--- config.mk ---
export PLATFORM = sky130hd
export DESIGN_NAME = rtc_ctrl
export DESIGN_NICKNAME = d
export VERILOG_FILES = /design/src/shared/rtc_ctrl_pkg.sv /design/src/rtl/rtc_ctrl.sv
export SDC_FILE = /design/constraint.sdc
export NUM_CORES = 1
export LEC_CHECK = 0
export BUFFER_PORTS_ARGS = -buffer_cell sky130_fd_sc_hd__buf_4
export CAP_MARGIN = 15
export CORE_ASPECT_RATIO = 0.6
export CORE_MARGIN = 10
export CORE_UTILIZATION = 35
export CTS_CLUSTER_SIZE = 14
export DETAILED_ROUTE_END_ITERATION = 12
export GPL_TIMING_DRIVEN = 1
export PLACE_DENSITY = 0.56
export RECOVER_POWER = 100
export SLEW_MARGIN = 20
export SYNTH_ARGS = -nofsm -noshare
export SYNTH_HDL_FRONTEND = slang
export SYNTH_SLANG_ARGS = --single-unit
--- constraint.sdc ---
create_clock -name core_clk -period 3.8 [get_ports core_clk]
set_input_delay 0.95 -clock core_clk [delete_from_list [all_inputs] [get_ports core_clk]]
set_output_delay 0.95 -clock core_clk [all_outputs]
set_load 0.02 [all_outputs]
--- src/shared/rtc_ctrl_pkg.sv ---
// Constants, carriers and state layout for the RTC control block.
// Assumes one 40 MHz core clock and a calendar chain outside this block.
package rtc_ctrl_pkg;

  localparam int unsigned CLK_HZ      = 40_000_000;
  localparam int unsigned TIMEOUT_S   = 1;
  localparam int unsigned SAMPLE_MS_0 = 2;
  localparam int unsigned SAMPLE_MS_1 = 16;
  localparam int unsigned SAMPLE_MS_2 = 128;
  localparam int unsigned SAMPLE_MS_3 = 256;
  localparam logic [3:0]  OFFSET_SECONDS = 4'hA;

  localparam logic [6:0] BUS_ADDR = 7'h32;

  localparam logic [7:0] ADDR_ALARM_MIN   = 8'h17;
  localparam logic [7:0] ADDR_ALARM_HOUR  = 8'h18;
  localparam logic [7:0] ADDR_ALARM_DAY   = 8'h19;
  localparam logic [7:0] ADDR_TIMER_LO    = 8'h1A;
  localparam logic [7:0] ADDR_TIMER_HI    = 8'h1B;
  localparam logic [7:0] ADDR_TIMER_ALARM = 8'h1C;
  localparam logic [7:0] ADDR_FLAGS       = 8'h1D;
  localparam logic [7:0] ADDR_IRQ_TIMER   = 8'h1E;
  localparam logic [7:0] ADDR_POWER_MON   = 8'h1F;
  localparam logic [7:0] ADDR_RATE_OFFSET = 8'h30;
  localparam logic [7:0] ADDR_BATT_CHECK  = 8'h31;
  localparam logic [7:0] ADDR_PART_ID     = 8'h3C;
  localparam logic [7:0] ADDR_UNLOCK      = 8'h40;
  localparam logic [7:0] ADDR_FUSE_POWER  = 8'h41;
  localparam logic [7:0] ADDR_FUSE_ADDR   = 8'h42;
  localparam logic [7:0] ADDR_FUSE_DATA   = 8'h44;
  localparam logic [7:0] ADDR_FUSE_RESET  = 8'h45;
  localparam logic [7:0] ADDR_TRIG_FIRST  = 8'h46;
  localparam logic [7:0] ADDR_TRIG_SECOND = 8'h47;
  localparam logic [7:0] ADDR_TRIM_LOAD   = 8'h50;
  localparam logic [7:0] ADDR_TRIM_LO     = 8'h51;
  localparam logic [7:0] ADDR_TRIM_HI     = 8'h52;
  localparam logic [7:0] ADDR_DEBUG_LAST  = 8'h57;

  localparam logic [7:0] RST_ZERO       = 8'h00;
  localparam logic [7:0] RST_FLAGS      = 8'h03;
  localparam logic [7:0] RST_FUSE_POWER = 8'h02;
  localparam logic [7:0] RST_TRIM_LOAD  = 8'h84;
  localparam logic [7:0] RST_TRIM_HI    = 8'h0C;

  localparam logic [7:0] KEY_1 = 8'hA1;
  localparam logic [7:0] KEY_2 = 8'hB2;
  localparam logic [7:0] KEY_3 = 8'hC3;
  localparam logic [7:0] KEY_EXIT = 8'h00;
  localparam logic [7:0] TRIG_ARM = 8'h01;
  localparam logic [7:0] TRIG_FIRE = 8'h00;

  // Field positions
  localparam int FLAG_BATT_LOW = 7;
  localparam int FLAG_UPDATE   = 5;
  localparam int FLAG_TIMER    = 4;
  localparam int FLAG_ALARM    = 3;
  localparam int FLAG_RESET    = 2;
  localparam int FLAG_SUPPLY   = 1;
  localparam int FLAG_FULL     = 0;
  localparam int FUSE_VPP      = 7;
  localparam int FUSE_RDEN     = 3;
  localparam int FUSE_PGMEN    = 2;
  localparam int FUSE_WRITTEN  = 7;
  localparam int FUSE_CLEAR    = 2;
  localparam int FUSE_ATEST    = 0;

  localparam logic [2:0] TSRC_4096 = 3'h0;
  localparam logic [2:0] TSRC_64   = 3'h1;
  localparam logic [2:0] TSRC_1HZ  = 3'h2;
  localparam logic [2:0] TSRC_1MIN = 3'h3;
  localparam logic [2:0] TSRC_1HR  = 3'h4;

  typedef enum logic [3:0] {
    I_IDLE, I_ADDR, I_ADDR_ACK, I_REG, I_REG_ACK,
    I_WR, I_WR_ACK, I_RD, I_RD_ACK
  } i2c_state_e;

  typedef struct packed {
    logic tick_4096;
    logic tick_64;
    logic tick_1hz;
    logic tick_1min;
    logic tick_1hour;
  } tick_s;

  typedef struct packed {
    logic [7:0] minute;
    logic [7:0] hour;
    logic [7:0] weekday;
    logic [7:0] day;
  } now_s;

  typedef struct packed {
    logic on_main;
    logic batt_low;
    logic supply_low;
    logic reset_active;
    logic batt_full;
  } analog_s;

  typedef struct packed {
    logic w32k;
    logic w1024;
    logic w1hz;
  } wave_s;

  typedef struct packed {
    analog_s an1, an2, an3;
    wave_s   wv1, wv2;
    logic    scl1, scl2, scl3, sda1, sda2, sda3;
    i2c_state_e  ist;
    logic [7:0]  shift, tx, ptr;
    logic [3:0]  cnt;
    logic        rw, nack, drive;
    logic [25:0] tmo;
    logic [7:0]  alarm_min, alarm_hour, alarm_day;
    logic [15:0] preset, count;
    logic [7:0]  cfg, flags, ctrl, pwr, offset, batt;
    logic [1:0]  unlock;
    logic [7:0]  fuse_power;
    logic [5:0]  fuse_addr;
    logic [7:0]  fuse_data, fuse_reset, trig1;
    logic [7:0]  trim_load, trim_lo, trim_hi;
    logic [7:0][7:0] fuse_mem;
    logic [3:0]  sec10;
    logic        offset_apply;
    logic [25:0] smp;
    logic        sample;
    logic        fout;
  } st_s;

endpackage

--- src/rtl/rtc_ctrl.sv ---
// RTC control, status, fuse sequencer and two-wire target interface.
// Assumes ticks and time come from calendar logic on core_clk; pins,
// analog levels and divider waves are asynchronous and synchronised here.
//
// Functional notes
// - Update event always on; select second or minute
// - Day-mode bit picks weekday or day alarm
// - Timer runs when enabled; source from select
// - Event flags set by hardware, cleared writing 0
// - Battery-full flag follows battery level live
// - Stop bit freezes time chain when set
// - Update, timer and alarm events drive interrupt pin only if enabled
// - Pause bit holds timer count, resumes after
// - Domain bits restrict timer to one supply
// - Sample period field picks 2/16/128/256 ms
// - Bus-gate bit disables bus during reset output
// - Offset correction applied once every ten seconds
// - Seven-bit signed offset, 3.05 ppm steps
// - Battery-low check needs main supply, gate, enable or charge mode
// - Three-key unlock opens debug space; 0x00 exits
// - Trigger 0x01 then 0x00 fires fuse operation
// - Fuse address: bit index high, byte low
// - Shadow-load bit copies fuses into trim registers
// - Responds only at seven-bit address 0110010
// - Transaction over one second resets bus interface
// - Register pointer increments per byte, wraps
// - Clock-out select picks 32768/1024/1 Hz or off
// - Alarm match sets flag, interrupt if enabled
`timescale 1ns/10ps
module rtc_ctrl
  import rtc_ctrl_pkg::*;
#(
  parameter int unsigned TIMEOUT_CYCLES  = CLK_HZ * TIMEOUT_S,
  parameter int unsigned SAMPLE_CYCLES_0 = CLK_HZ / 1000 * SAMPLE_MS_0,
  parameter int unsigned SAMPLE_CYCLES_1 = CLK_HZ / 1000 * SAMPLE_MS_1,
  parameter int unsigned SAMPLE_CYCLES_2 = CLK_HZ / 1000 * SAMPLE_MS_2,
  parameter int unsigned SAMPLE_CYCLES_3 = CLK_HZ / 1000 * SAMPLE_MS_3,
  // Arbitrary value, stands in for the part code
  parameter logic [7:0]  PART_CODE       = 8'h5A
) (
  input  wire logic        core_clk,
  input  wire logic        rst,
  input  wire logic        scl_i,
  input  wire logic        sda_i,
  output logic             sda_o,
  output logic             sda_oe,
  output logic             irq_n_o,
  output logic             irq_n_oe,
  input  wire tick_s       ticks,
  input  wire now_s        now,
  input  wire analog_s     analog,
  input  wire wave_s       waves,
  output logic             fout,
  output logic             time_stop,
  output logic             offset_enable,
  output logic [6:0]       offset_value,
  output logic             offset_apply,
  output logic             supply_sample,
  output logic             battery_check_active,
  output logic             charge_mode_enable,
  output logic             reset_threshold_select,
  output logic [1:0]       full_threshold_select,
  output logic [7:0]       fuse_power,
  output logic             analog_test,
  output logic [10:0]      osc_trim
);

  st_s s_reg;
  st_s s_next;

  function automatic logic [25:0] sample_len(input logic [1:0] code);
    case (code)
      2'h0:    sample_len = 26'(SAMPLE_CYCLES_0 - 1);
      2'h1:    sample_len = 26'(SAMPLE_CYCLES_1 - 1);
      2'h2:    sample_len = 26'(SAMPLE_CYCLES_2 - 1);
      default: sample_len = 26'(SAMPLE_CYCLES_3 - 1);
    endcase
  endfunction

  function automatic logic in_debug(input logic [7:0] a);
    in_debug = (a > ADDR_UNLOCK) && (a <= ADDR_DEBUG_LAST);
  endfunction

  function automatic logic [7:0] reg_read(input st_s st,
                                          input logic [7:0] a);
    logic [7:0] d;
    d = 8'h00;
    case (a)
      ADDR_ALARM_MIN:   d = st.alarm_min;
      ADDR_ALARM_HOUR:  d = st.alarm_hour;
      ADDR_ALARM_DAY:   d = st.alarm_day;
      ADDR_TIMER_LO:    d = st.count[7:0];
      ADDR_TIMER_HI:    d = st.count[15:8];
      ADDR_TIMER_ALARM: d = st.cfg;
      ADDR_FLAGS:       d = st.flags;
      ADDR_IRQ_TIMER:   d = st.ctrl;
      ADDR_POWER_MON:   d = st.pwr;
      ADDR_RATE_OFFSET: d = st.offset;
      ADDR_BATT_CHECK:  d = st.batt;
      ADDR_PART_ID:     d = PART_CODE;
      ADDR_UNLOCK:      d = {7'h00, &st.unlock};
      ADDR_FUSE_POWER:  d = st.fuse_power;
      ADDR_FUSE_ADDR:   d = {2'h0, st.fuse_addr};
      ADDR_FUSE_DATA:   d = st.fuse_data;
      ADDR_FUSE_RESET:  d = st.fuse_reset;
      ADDR_TRIG_FIRST:  d = st.trig1;
      ADDR_TRIM_LOAD:   d = st.trim_load;
      ADDR_TRIM_LO:     d = st.trim_lo;
      ADDR_TRIM_HI:     d = st.trim_hi;
      default:          d = 8'h00;
    endcase
    if (in_debug(a) && !(&st.unlock)) begin
      d = 8'h00;
    end
    reg_read = d;
  endfunction

  logic       scl, sda, scl_rise, scl_fall, start_c, stop_c;
  logic       wr_en;
  logic [7:0] wr_data;
  logic       tick_sel, run, dom_ok, alarm_hit, upd_tick;
  logic       fire;
  logic [2:0] fbit, fbyte;

  always_comb begin
    s_next = s_reg;
    scl = s_reg.scl2;
    sda = s_reg.sda2;
    scl_rise = scl && !s_reg.scl3;
    scl_fall = !scl && s_reg.scl3;
    start_c = scl && s_reg.scl3 && !sda && s_reg.sda3;
    stop_c = scl && s_reg.scl3 && sda && !s_reg.sda3;
    wr_en = 1'b0;
    wr_data = s_reg.shift;
    tick_sel = 1'b0;
    fire = 1'b0;
    fbit = s_reg.fuse_addr[5:3];
    fbyte = s_reg.fuse_addr[2:0];

    s_next.an1 = analog;
    s_next.an2 = s_reg.an1;
    s_next.an3 = s_reg.an2;
    s_next.wv1 = waves;
    s_next.wv2 = s_reg.wv1;
    s_next.scl1 = scl_i;
    s_next.scl2 = s_reg.scl1;
    s_next.scl3 = s_reg.scl2;
    s_next.sda1 = sda_i;
    s_next.sda2 = s_reg.sda1;
    s_next.sda3 = s_reg.sda2;

    // Two-wire target; timeout and reset gating take priority
    if (s_reg.ist != I_IDLE) begin
      s_next.tmo = s_reg.tmo + 26'd1;
    end else begin
      s_next.tmo = 26'd0;
    end
    if (stop_c || (s_reg.pwr[4] && s_reg.an2.reset_active) ||
        (s_reg.tmo == 26'(TIMEOUT_CYCLES - 1))) begin
      s_next.ist = I_IDLE;
      s_next.drive = 1'b0;
    end else if (start_c) begin
      s_next.ist = I_ADDR;
      s_next.cnt = 4'h0;
      s_next.drive = 1'b0;
      s_next.tmo = 26'd0;
    end else begin
      if (scl_rise) begin
        s_next.shift = {s_reg.shift[6:0], sda};
        s_next.cnt = s_reg.cnt + 4'h1;
      end
      case (s_reg.ist)
        I_ADDR: if (scl_fall && s_reg.cnt == 4'h8) begin
          if (s_reg.shift[7:1] == BUS_ADDR) begin
            s_next.rw = s_reg.shift[0];
            s_next.drive = 1'b1;
            s_next.ist = I_ADDR_ACK;
          end else begin
            s_next.ist = I_IDLE;
          end
        end
        I_ADDR_ACK: if (scl_fall) begin
          s_next.cnt = 4'h0;
          if (s_reg.rw) begin
            s_next.tx = reg_read(s_reg, s_reg.ptr);
            s_next.drive = !s_next.tx[7];
            s_next.ist = I_RD;
          end else begin
            s_next.drive = 1'b0;
            s_next.ist = I_REG;
          end
        end
        I_REG: if (scl_fall && s_reg.cnt == 4'h8) begin
          s_next.ptr = s_reg.shift;
          s_next.drive = 1'b1;
          s_next.ist = I_REG_ACK;
        end
        I_WR: if (scl_fall && s_reg.cnt == 4'h8) begin
          wr_en = 1'b1;
          s_next.ptr = s_reg.ptr + 8'h01;
          s_next.drive = 1'b1;
          s_next.ist = I_WR_ACK;
        end
        I_REG_ACK, I_WR_ACK: if (scl_fall) begin
          s_next.drive = 1'b0;
          s_next.cnt = 4'h0;
          s_next.ist = I_WR;
        end
        I_RD: if (scl_fall) begin
          if (s_reg.cnt == 4'h8) begin
            s_next.drive = 1'b0;
            s_next.ptr = s_reg.ptr + 8'h01;
            s_next.ist = I_RD_ACK;
          end else begin
            s_next.tx = {s_reg.tx[6:0], 1'b0};
            s_next.drive = !s_reg.tx[6];
          end
        end
        I_RD_ACK: begin
          if (scl_rise) begin
            s_next.nack = sda;
          end
          if (scl_fall) begin
            s_next.cnt = 4'h0;
            if (s_reg.nack) begin
              s_next.ist = I_IDLE;
            end else begin
              s_next.tx = reg_read(s_reg, s_reg.ptr);
              s_next.drive = !s_next.tx[7];
              s_next.ist = I_RD;
            end
          end
        end
        I_IDLE: s_next.drive = 1'b0;
        default: s_next.ist = I_IDLE;
      endcase
    end

    // Register writes
    if (wr_en && !(in_debug(s_reg.ptr) && !(&s_reg.unlock))) begin
      case (s_reg.ptr)
        ADDR_ALARM_MIN:   s_next.alarm_min = wr_data;
        ADDR_ALARM_HOUR:  s_next.alarm_hour = wr_data;
        ADDR_ALARM_DAY:   s_next.alarm_day = wr_data;
        ADDR_TIMER_LO: begin
          s_next.preset[7:0] = wr_data;
          s_next.count[7:0] = wr_data;
        end
        ADDR_TIMER_HI: begin
          s_next.preset[15:8] = wr_data;
          s_next.count[15:8] = wr_data;
        end
        ADDR_TIMER_ALARM: s_next.cfg = wr_data;
        ADDR_FLAGS:       s_next.flags = s_reg.flags & wr_data;
        ADDR_IRQ_TIMER:   s_next.ctrl = wr_data;
        ADDR_POWER_MON:   s_next.pwr = wr_data;
        ADDR_RATE_OFFSET: s_next.offset = wr_data;
        ADDR_BATT_CHECK:  s_next.batt = {7'h00, wr_data[0]};
        ADDR_UNLOCK: begin
          if (wr_data == KEY_EXIT) begin
            s_next.unlock = 2'h0;
          end else if (wr_data == KEY_1 && s_reg.unlock == 2'h0) begin
            s_next.unlock = 2'h1;
          end else if (wr_data == KEY_2 && s_reg.unlock == 2'h1) begin
            s_next.unlock = 2'h2;
          end else if (wr_data == KEY_3 && s_reg.unlock == 2'h2) begin
            s_next.unlock = 2'h3;
          end else if (s_reg.unlock != 2'h3) begin
            s_next.unlock = 2'h0;
          end
        end
        ADDR_FUSE_POWER:  s_next.fuse_power = wr_data;
        ADDR_FUSE_ADDR:   s_next.fuse_addr = wr_data[5:0];
        ADDR_FUSE_RESET: begin
          s_next.fuse_reset[FUSE_CLEAR] = wr_data[FUSE_CLEAR];
          s_next.fuse_reset[FUSE_ATEST] = wr_data[FUSE_ATEST];
          if (!wr_data[FUSE_WRITTEN]) begin
            s_next.fuse_reset[FUSE_WRITTEN] = 1'b0;
          end
        end
        ADDR_TRIG_FIRST:  s_next.trig1 = {7'h00, wr_data[0]};
        ADDR_TRIG_SECOND: begin
          if (wr_data == TRIG_FIRE && s_reg.trig1 == TRIG_ARM) begin
            fire = 1'b1;
            s_next.trig1 = 8'h00;
          end
        end
        ADDR_TRIM_LOAD:   s_next.trim_load = wr_data;
        ADDR_TRIM_LO:     s_next.trim_lo = wr_data;
        ADDR_TRIM_HI:     s_next.trim_hi = wr_data;
        default:          s_next.ptr = s_next.ptr;
      endcase
    end

    // Fuse operation; programming needs both power and program enable
    if (fire) begin
      if (s_reg.fuse_power[FUSE_PGMEN] && s_reg.fuse_power[FUSE_VPP]) begin
        s_next.fuse_mem[fbyte][fbit] = 1'b1;
        s_next.fuse_reset[FUSE_WRITTEN] = 1'b1;
      end else if (s_reg.fuse_power[FUSE_RDEN]) begin
        s_next.fuse_data = s_reg.fuse_mem[fbyte];
      end
    end
    if (s_reg.fuse_reset[FUSE_CLEAR]) begin
      s_next.fuse_data = 8'h00;
    end
    // Shadow load overrides bus writes while held
    if (s_reg.trim_load[0]) begin
      s_next.trim_load = {s_reg.fuse_mem[0][7:1], 1'b1};
      s_next.trim_lo = s_reg.fuse_mem[1];
      s_next.trim_hi = s_reg.fuse_mem[2];
    end

    // Countdown timer
    case (s_reg.cfg[2:0])
      TSRC_4096: tick_sel = ticks.tick_4096;
      TSRC_64:   tick_sel = ticks.tick_64;
      TSRC_1HZ:  tick_sel = ticks.tick_1hz;
      TSRC_1MIN: tick_sel = ticks.tick_1min;
      TSRC_1HR:  tick_sel = ticks.tick_1hour;
      default:   tick_sel = 1'b0;
    endcase
    dom_ok = !s_reg.ctrl[0] ||
             (s_reg.ctrl[1] == s_reg.an2.on_main);
    run = s_reg.cfg[4] && !s_reg.ctrl[2] && dom_ok;
    if (tick_sel && run) begin
      if (s_reg.count == 16'h0001 || s_reg.count == 16'h0000) begin
        s_next.count = s_reg.preset;
      end else begin
        s_next.count = s_reg.count - 16'h0001;
      end
    end

    // Alarm compare on each new minute
    alarm_hit = !(s_reg.alarm_min[7] && s_reg.alarm_hour[7] &&
                  s_reg.alarm_day[7]);
    if (!s_reg.alarm_min[7] && s_reg.alarm_min[6:0] != now.minute[6:0]) begin
      alarm_hit = 1'b0;
    end
    if (!s_reg.alarm_hour[7] &&
        s_reg.alarm_hour[5:0] != now.hour[5:0]) begin
      alarm_hit = 1'b0;
    end
    if (!s_reg.alarm_day[7]) begin
      if (s_reg.cfg[3]) begin
        if (s_reg.alarm_day[5:0] != now.day[5:0]) begin
          alarm_hit = 1'b0;
        end
      end else if ((s_reg.alarm_day[6:0] & now.weekday[6:0]) == 7'h00) begin
        alarm_hit = 1'b0;
      end
    end

    // Sticky event flags: events set after the clear, so a set wins; battery-full flag stays live
    upd_tick = s_reg.cfg[5] ? ticks.tick_1min : ticks.tick_1hz;
    if (upd_tick) begin
      s_next.flags[FLAG_UPDATE] = 1'b1;
    end
    if (tick_sel && run && s_reg.count == 16'h0001) begin
      s_next.flags[FLAG_TIMER] = 1'b1;
    end
    if (ticks.tick_1min && alarm_hit) begin
      s_next.flags[FLAG_ALARM] = 1'b1;
    end
    if (s_reg.an2.reset_active && !s_reg.an3.reset_active) begin
      s_next.flags[FLAG_RESET] = 1'b1;
    end
    if (s_reg.an2.supply_low && !s_reg.an3.supply_low) begin
      s_next.flags[FLAG_SUPPLY] = 1'b1;
    end
    if (s_reg.an2.batt_low && !s_reg.an3.batt_low && battery_check_active) begin
      s_next.flags[FLAG_BATT_LOW] = 1'b1;
    end
    s_next.flags[6] = 1'b0;
    s_next.flags[FLAG_FULL] = s_reg.an2.batt_full;

    // Offset correction once per ten seconds
    s_next.offset_apply = 1'b0;
    if (!s_reg.offset[7]) begin
      s_next.sec10 = 4'h0;
    end else if (ticks.tick_1hz) begin
      if (s_reg.sec10 == OFFSET_SECONDS - 4'h1) begin
        s_next.sec10 = 4'h0;
        s_next.offset_apply = 1'b1;
      end else begin
        s_next.sec10 = s_reg.sec10 + 4'h1;
      end
    end

    // Supply monitor strobe
    s_next.sample = 1'b0;
    if (s_reg.smp >= sample_len(s_reg.pwr[7:6])) begin
      s_next.smp = 26'd0;
      s_next.sample = 1'b1;
    end else begin
      s_next.smp = s_reg.smp + 26'd1;
    end

    case (s_reg.cfg[7:6])
      2'h0:    s_next.fout = s_reg.wv2.w32k;
      2'h1:    s_next.fout = s_reg.wv2.w1024;
      2'h2:    s_next.fout = s_reg.wv2.w1hz;
      default: s_next.fout = 1'b0;
    endcase
  end

  always_ff @(posedge core_clk) begin
    if (rst) begin
      s_reg <= '0;
      s_reg.ist <= I_IDLE;
      s_reg.flags <= RST_FLAGS;
      s_reg.fuse_power <= RST_FUSE_POWER;
      s_reg.trim_load <= RST_TRIM_LOAD;
      s_reg.trim_hi <= RST_TRIM_HI;
      s_reg.scl1 <= 1'b1;
      s_reg.scl2 <= 1'b1;
      s_reg.scl3 <= 1'b1;
      s_reg.sda1 <= 1'b1;
      s_reg.sda2 <= 1'b1;
      s_reg.sda3 <= 1'b1;
    end else begin
      s_reg <= s_next;
    end
  end

  // Battery check also needs the bus gate; never in backup
  assign battery_check_active = s_reg.an2.on_main && s_reg.pwr[4] &&
                                (s_reg.batt[0] || s_reg.pwr[5]);
  assign sda_o = 1'b0;
  assign sda_oe = s_reg.drive;
  assign irq_n_o = 1'b0;
  assign irq_n_oe = (s_reg.flags[FLAG_UPDATE] && s_reg.ctrl[5]) ||
                    (s_reg.flags[FLAG_TIMER] && s_reg.ctrl[4]) ||
                    (s_reg.flags[FLAG_ALARM] && s_reg.ctrl[3]);
  assign fout = s_reg.fout;
  assign time_stop = s_reg.ctrl[6];
  assign offset_enable = s_reg.offset[7];
  assign offset_value = s_reg.offset[6:0];
  assign offset_apply = s_reg.offset_apply;
  assign supply_sample = s_reg.sample;
  assign charge_mode_enable = s_reg.pwr[5];
  assign reset_threshold_select = s_reg.pwr[2];
  assign full_threshold_select = s_reg.pwr[1:0];
  assign fuse_power = s_reg.fuse_power;
  assign analog_test = s_reg.fuse_reset[FUSE_ATEST];
  assign osc_trim = {s_reg.trim_hi[7:5], s_reg.trim_lo};

endmodule

# ---- After elaboration in Yosys (flattened, before gate mapping)
# Cells that the tools add are included.
dict set report totals {
  regBits 339
  inputBits 49
  out_inout_bits 41
  wordCells 432
}
dict set report op_classes {
  addsub 6
  n_lt_le_gt_ge 7
  eq_ne 77
  muxes 116
  n_bitwise 9
  reduce_logical 139
}
# operator n
set ops {}
lappend ops {{2-to-1 mux 8 bit} 33}
lappend ops {{case mux 8 bit (21 select lines)} 1}
lappend ops {{== test 8 x 7 -> 1 bit (second input constant)} 10}
lappend ops {{2-to-1 mux 80 bit} 1}
lappend ops {{2-to-1 mux 26 bit} 3}
lappend ops {{== test 8 x 5 -> 1 bit (second input constant)} 9}
lappend ops {{case mux 24 bit (3 select lines)} 1}
lappend ops {{bitwise OR 64 bit} 1}
lappend ops {{adder 26 x 1 -> 26 bit (second input constant)} 2}
lappend ops {{2-to-1 mux 4 bit} 13}
lappend ops {{AND reduction 2 bit} 26}
lappend ops {{2-to-1 mux 16 bit} 3}
lappend ops {{2-to-1 mux 24 bit} 2}
lappend ops {{case mux 8 bit (3 select lines)} 2}
lappend ops {{2-to-1 mux 1 bit} 39}
lappend ops {{logical AND 1 bit} 37}
lappend ops {{AND reduction 9 bit} 4}
lappend ops {{nonzero test 2 bit} 18}
lappend ops {{case mux 4 bit (8 select lines)} 1}
lappend ops {{!= test 2 bit (second input constant)} 15}
lappend ops {{== test 26 bit (second input constant)} 1}
lappend ops {{greater-or-equal comparator 26 bit} 1}
lappend ops {{binary-select mux 8 bit (select 3 bit)} 1}
lappend ops {{demux 8 bit (select 3 bit)} 1}
lappend ops {{56 further kinds} 129}

# ---- Logic depth before layout (Yosys ltp)
dict set report depth {
  ltp_word 13
  depth_mapped 11
  depth_no_buf 10
}

# ---- Least setup slack after synthesis
# Ideal clock, no wire load.
dict set report synth_path {
  path_type {register to register}
  startpoint {register s_reg[298] (netlist bit)}
  endpoint {register s_reg[192] (netlist bit)}
  setup_time_ns 0.128
  arrival_ns 2.915
  required_time_ns 3.672
  path_slack_ns 0.758
  path_stages_with_launch 11
  n_path_buf 2
  synth_period_minus_slack_ns 3.042
  path_cell_list {dfxtp_1 inv_1 ha_1 or3b_1 o2111a_1 or4_1 buf_6 buf_6 nor4_4 mux2i_1 nor2_1}
}
dict set report synth_via {
  elab_chain_cells 6
  elab_cells_between_ends 8
  classes_between {order compare: 2; eq/ne: 1; reduce/logical: 5}
}
# element line
set synth_rtl {}
lappend synth_rtl {{start, declared} rtc_ctrl.sv:68} ;# st_s s_reg;
lappend synth_rtl {{start signal, assigned} rtc_ctrl.sv:422} ;# s_reg <= s_next;
lappend synth_rtl {{greater-than comparator 8 x 7 -> 1 bit or less-or-equal comparator 8 x 7 -> 1 bit (tied branches)} rtc_ctrl.sv:81} ;# in_debug = (a > ADDR_UNLOCK) && (a <= ADDR_DEBUG_LAST);
lappend synth_rtl {{logical AND 1 bit} rtc_ctrl.sv:81}
lappend synth_rtl {{logical AND 1 bit} rtc_ctrl.sv:240} ;# if (wr_en && !(in_debug(s_reg.ptr) && !(&s_reg.unlock))) begin
lappend synth_rtl {{logical NOT 1 bit} rtc_ctrl.sv:240}
lappend synth_rtl {{logical AND 1 bit} rtc_ctrl.sv:240}
lappend synth_rtl {{AND reduction 2 bit (no line) *} -}
# Every way passes the cells marked *; elsewhere a longest branch is shown, timed or not.
# A chain may end at the register's enable or synchronous reset.

# ---- Final worst setup path
dict set report layout_path {
  startpoint {register s_reg[298] (netlist bit)}
  endpoint {register s_reg[180] (netlist bit)}
}
# Same word-level chain as after synthesis.

==> results.yml <==
outcome:
  status: "finished, violations left"
  violations: "max-capacitance violations, max-slew violations"
cts:
  insertion_delay_ns: 0.54
  cts_tree: "built"
  post_cts_resized: 0
  cts_buffer_depth: 3
  cts_setup_buffers: 0
  cts-root-buf: "clkbuf_16"
  hold_buffers: 0
  cts-buffers-inserted: 35
  path_clk_slew_ns: 0.07
  cts_sinks: 330
  cts_max_level: 2
yosys:
  synth_area_sq_um: 16380
  synth_fa_ha_area_frac: 0.02352
  synthCells: 1903
  ys_warn_count: 0
  synth_simple_gate_area_share: 0.2145
  synth_most_common_cell: "dfxtp_1"
  synth_area_leader_cell: "dfxtp_1"
  synth_top_family_by_area: "simple AND/OR/NAND/NOR gates"
  async_flop_share: 0
  ys.flop_type: "dfxtp_1"
  synth_common_cells: "dfxtp_1, nor2_1, mux2i_1, nand2_1, clkbuf_1"
  synth_top_cell_area_share: 0.4033
  synth.area.top_cells: "dfxtp_1, mux2i_1, nor2_1"
  synthMuxAreaShare: 0.08157
  synth_edf_count: 0
  ys_ff_latch: 330
  yosys.area_share.xor_xnor: 0.04437
  synth.avg_cell_area_sq_um: 8.608
  ys_seq_area_frac: 0.4033
  synth_compound_area_frac: 0.1645
  ys_types: 83
global_route:
  track_usage: 0.1799
  grt_overflow: 0
  grt_pass1_vias: 13430
  grt_start_max_net_pins: 106
  antenna_found_initial: 0
  grt_pass1_wl_mm: 81.38
finish:
  drive_gt1_frac: 0.08682
  diodes: 0
  area_delta_synth_final_pct: 12.30
  multi_input_area_sq_um: 8637
  final_nets: 1990
  fillers: 4709
  largest_reg_flops: 262
  register_area_sq_um: 6606
  final_cell_area_sq_um: 18400
setup_path:
  critPathKind: "reg -> reg"
  required_ns: 4.15
  endpoint_kind: "flop"
  cp-start-kind: "flop"
  cp_max_fo: 16
  critical_path_arrival_ns: 3.89
power:
  p_leak_uw: 0.006244
  power.internal_uw: 5759
  power.share.sequential: 0.477
  p_clk_frac: 0.501
  comb_power_share: 0.022
  p_sw_frac: 0.2128
  vdd_drop_max_uv: 275.5
  power_density_nw_per_um2: 397.6
  power.net_switching_uw: 1557
  p_total_uw: 7315
drt:
  first_iter_violations: 1683
  viasPerCell: 5.660
  final_antenna_net_count: 0
  vias: 14520
  wl_per_cell_um: 20.57
  post-route-drc-count: 0
  drt-total-wl_mm: 52.76
  first_pass_iters: 6
timing:
  timing.final.crit_share: 0.9306
  finClkSkew_ns: 0.02371
  rsz0062_at_grt: "false"
  tns_ns: 0
  setup_viol: 0
  holdWs_ns: 0.4094
  tightest_slew_ns: 1.624
  finalCriticalPeriod_ns: 3.536
  slew_violations: 74
  max_slew_margin: -0.08250
  timing.fmax_mhz: 282.8
  hold_violations: 0
floorplan:
  start_util: 0.3542
  core_area_sq_um: 46250
  die_y_um: 187.6
  die_area_sq_um: 56140
  num_rows: 61
  io-pin-count: 90
  chipWidth_um: 299.3
placed_design:
  place_congestion: 0.9625
  io_buffer_count: 81
  place_hpwl_mm: 38.26
  placed_cell_area_sq_um: 17440
worst_hold_path:
  hold_path_class: "reg -> reg"
flow_run:
  drv_cap: 2
## layout make-up
| cell class | count | area share |
|---|---|---|
| repair buffers | 130 | 0.04312 |
| well taps | 630 | 0.04285 |
| inverters | 96 | 0.01959 |
| clock buffers | 51 | 0.05591 |
| flip-flops and latches | 330 | 0.3591 |
| clock inverters | 10 | 0.009930 |
| multi-input cells | 1318 | 0.4695 |
## power groups by stage
stage / clock (uW) / sequential [uW] / combinational [uW]
global placement: 0 / 3560 / 164
finish: 3670 / 3490 / 162
global route: 3880 / 3490 / 178
detailed placement: 0 / 3570 / 167
floorplan: 0 / 3560 / 96.7
CTS: 3730 / 3490 / 167
## per-layer routing
layer,vias to the layer above,wire (um),track usage
met5,-,0,0
met4,0,656,0.02896
met3,60,5898,0.05372
met2,650,19240,0.2291
met1,6986,26960,0.2860
li1,6822,-,-
## final timing paths
kind	start	to	slack [ns]	depth (start not counted)
setup / recovery	s_reg[298]	s_reg[180]	0.26	10
hold / removal	s_next[330]	scl	0.41	1
setup reg to reg	s_reg[298]	s_reg[180]	0.26	10
hold reg to reg	s_next[330]	scl	0.41	1
## through the flow
step	setup WS (ns)	instances	utilization
after floorplan	0.7577	1905	-
after global placement	0.4737	2504	0.3770
after detailed placement	0.3715	2504	0.3770
after CTS	0.3414	2565	0.4032
after global routing	0.05039	2565	0.3977
final	0.2637	2565	0.3977
## critical path, stage by stage (launching register included)
cell	delay, ns
dfxtp_1	0.37
inv_1	0.12
ha_1	0.16
or3b_1	0.45
o2111a_1	0.32
or4_1	0.51
buf_4	0.25
nor4_2	0.66
buf_4	0.28
mux2i_1	0.19
nor2_1	0.05
## layout by cell type, fill, tap and decap left out, types with 40 or more instances in the layout
master	n
a21oi_1	55
o22ai_1	69
xor2_1	47
mux2i_1	129
nor3_1	54
nand3_1	40
clkbuf_1	56
a211oi_1	54
buf_4	77
inv_1	96
nand2_1	122
nor2_1	254
dfxtp_1	330
## cell families after synthesis
kind of cell	Yosys count
simple gates	688
compound gates	381
flops	330
buf+inv	257
mux	132
xor+xnor	83
fa+ha+maj	31
other cells	1
(Power assumes the default switching activity.)
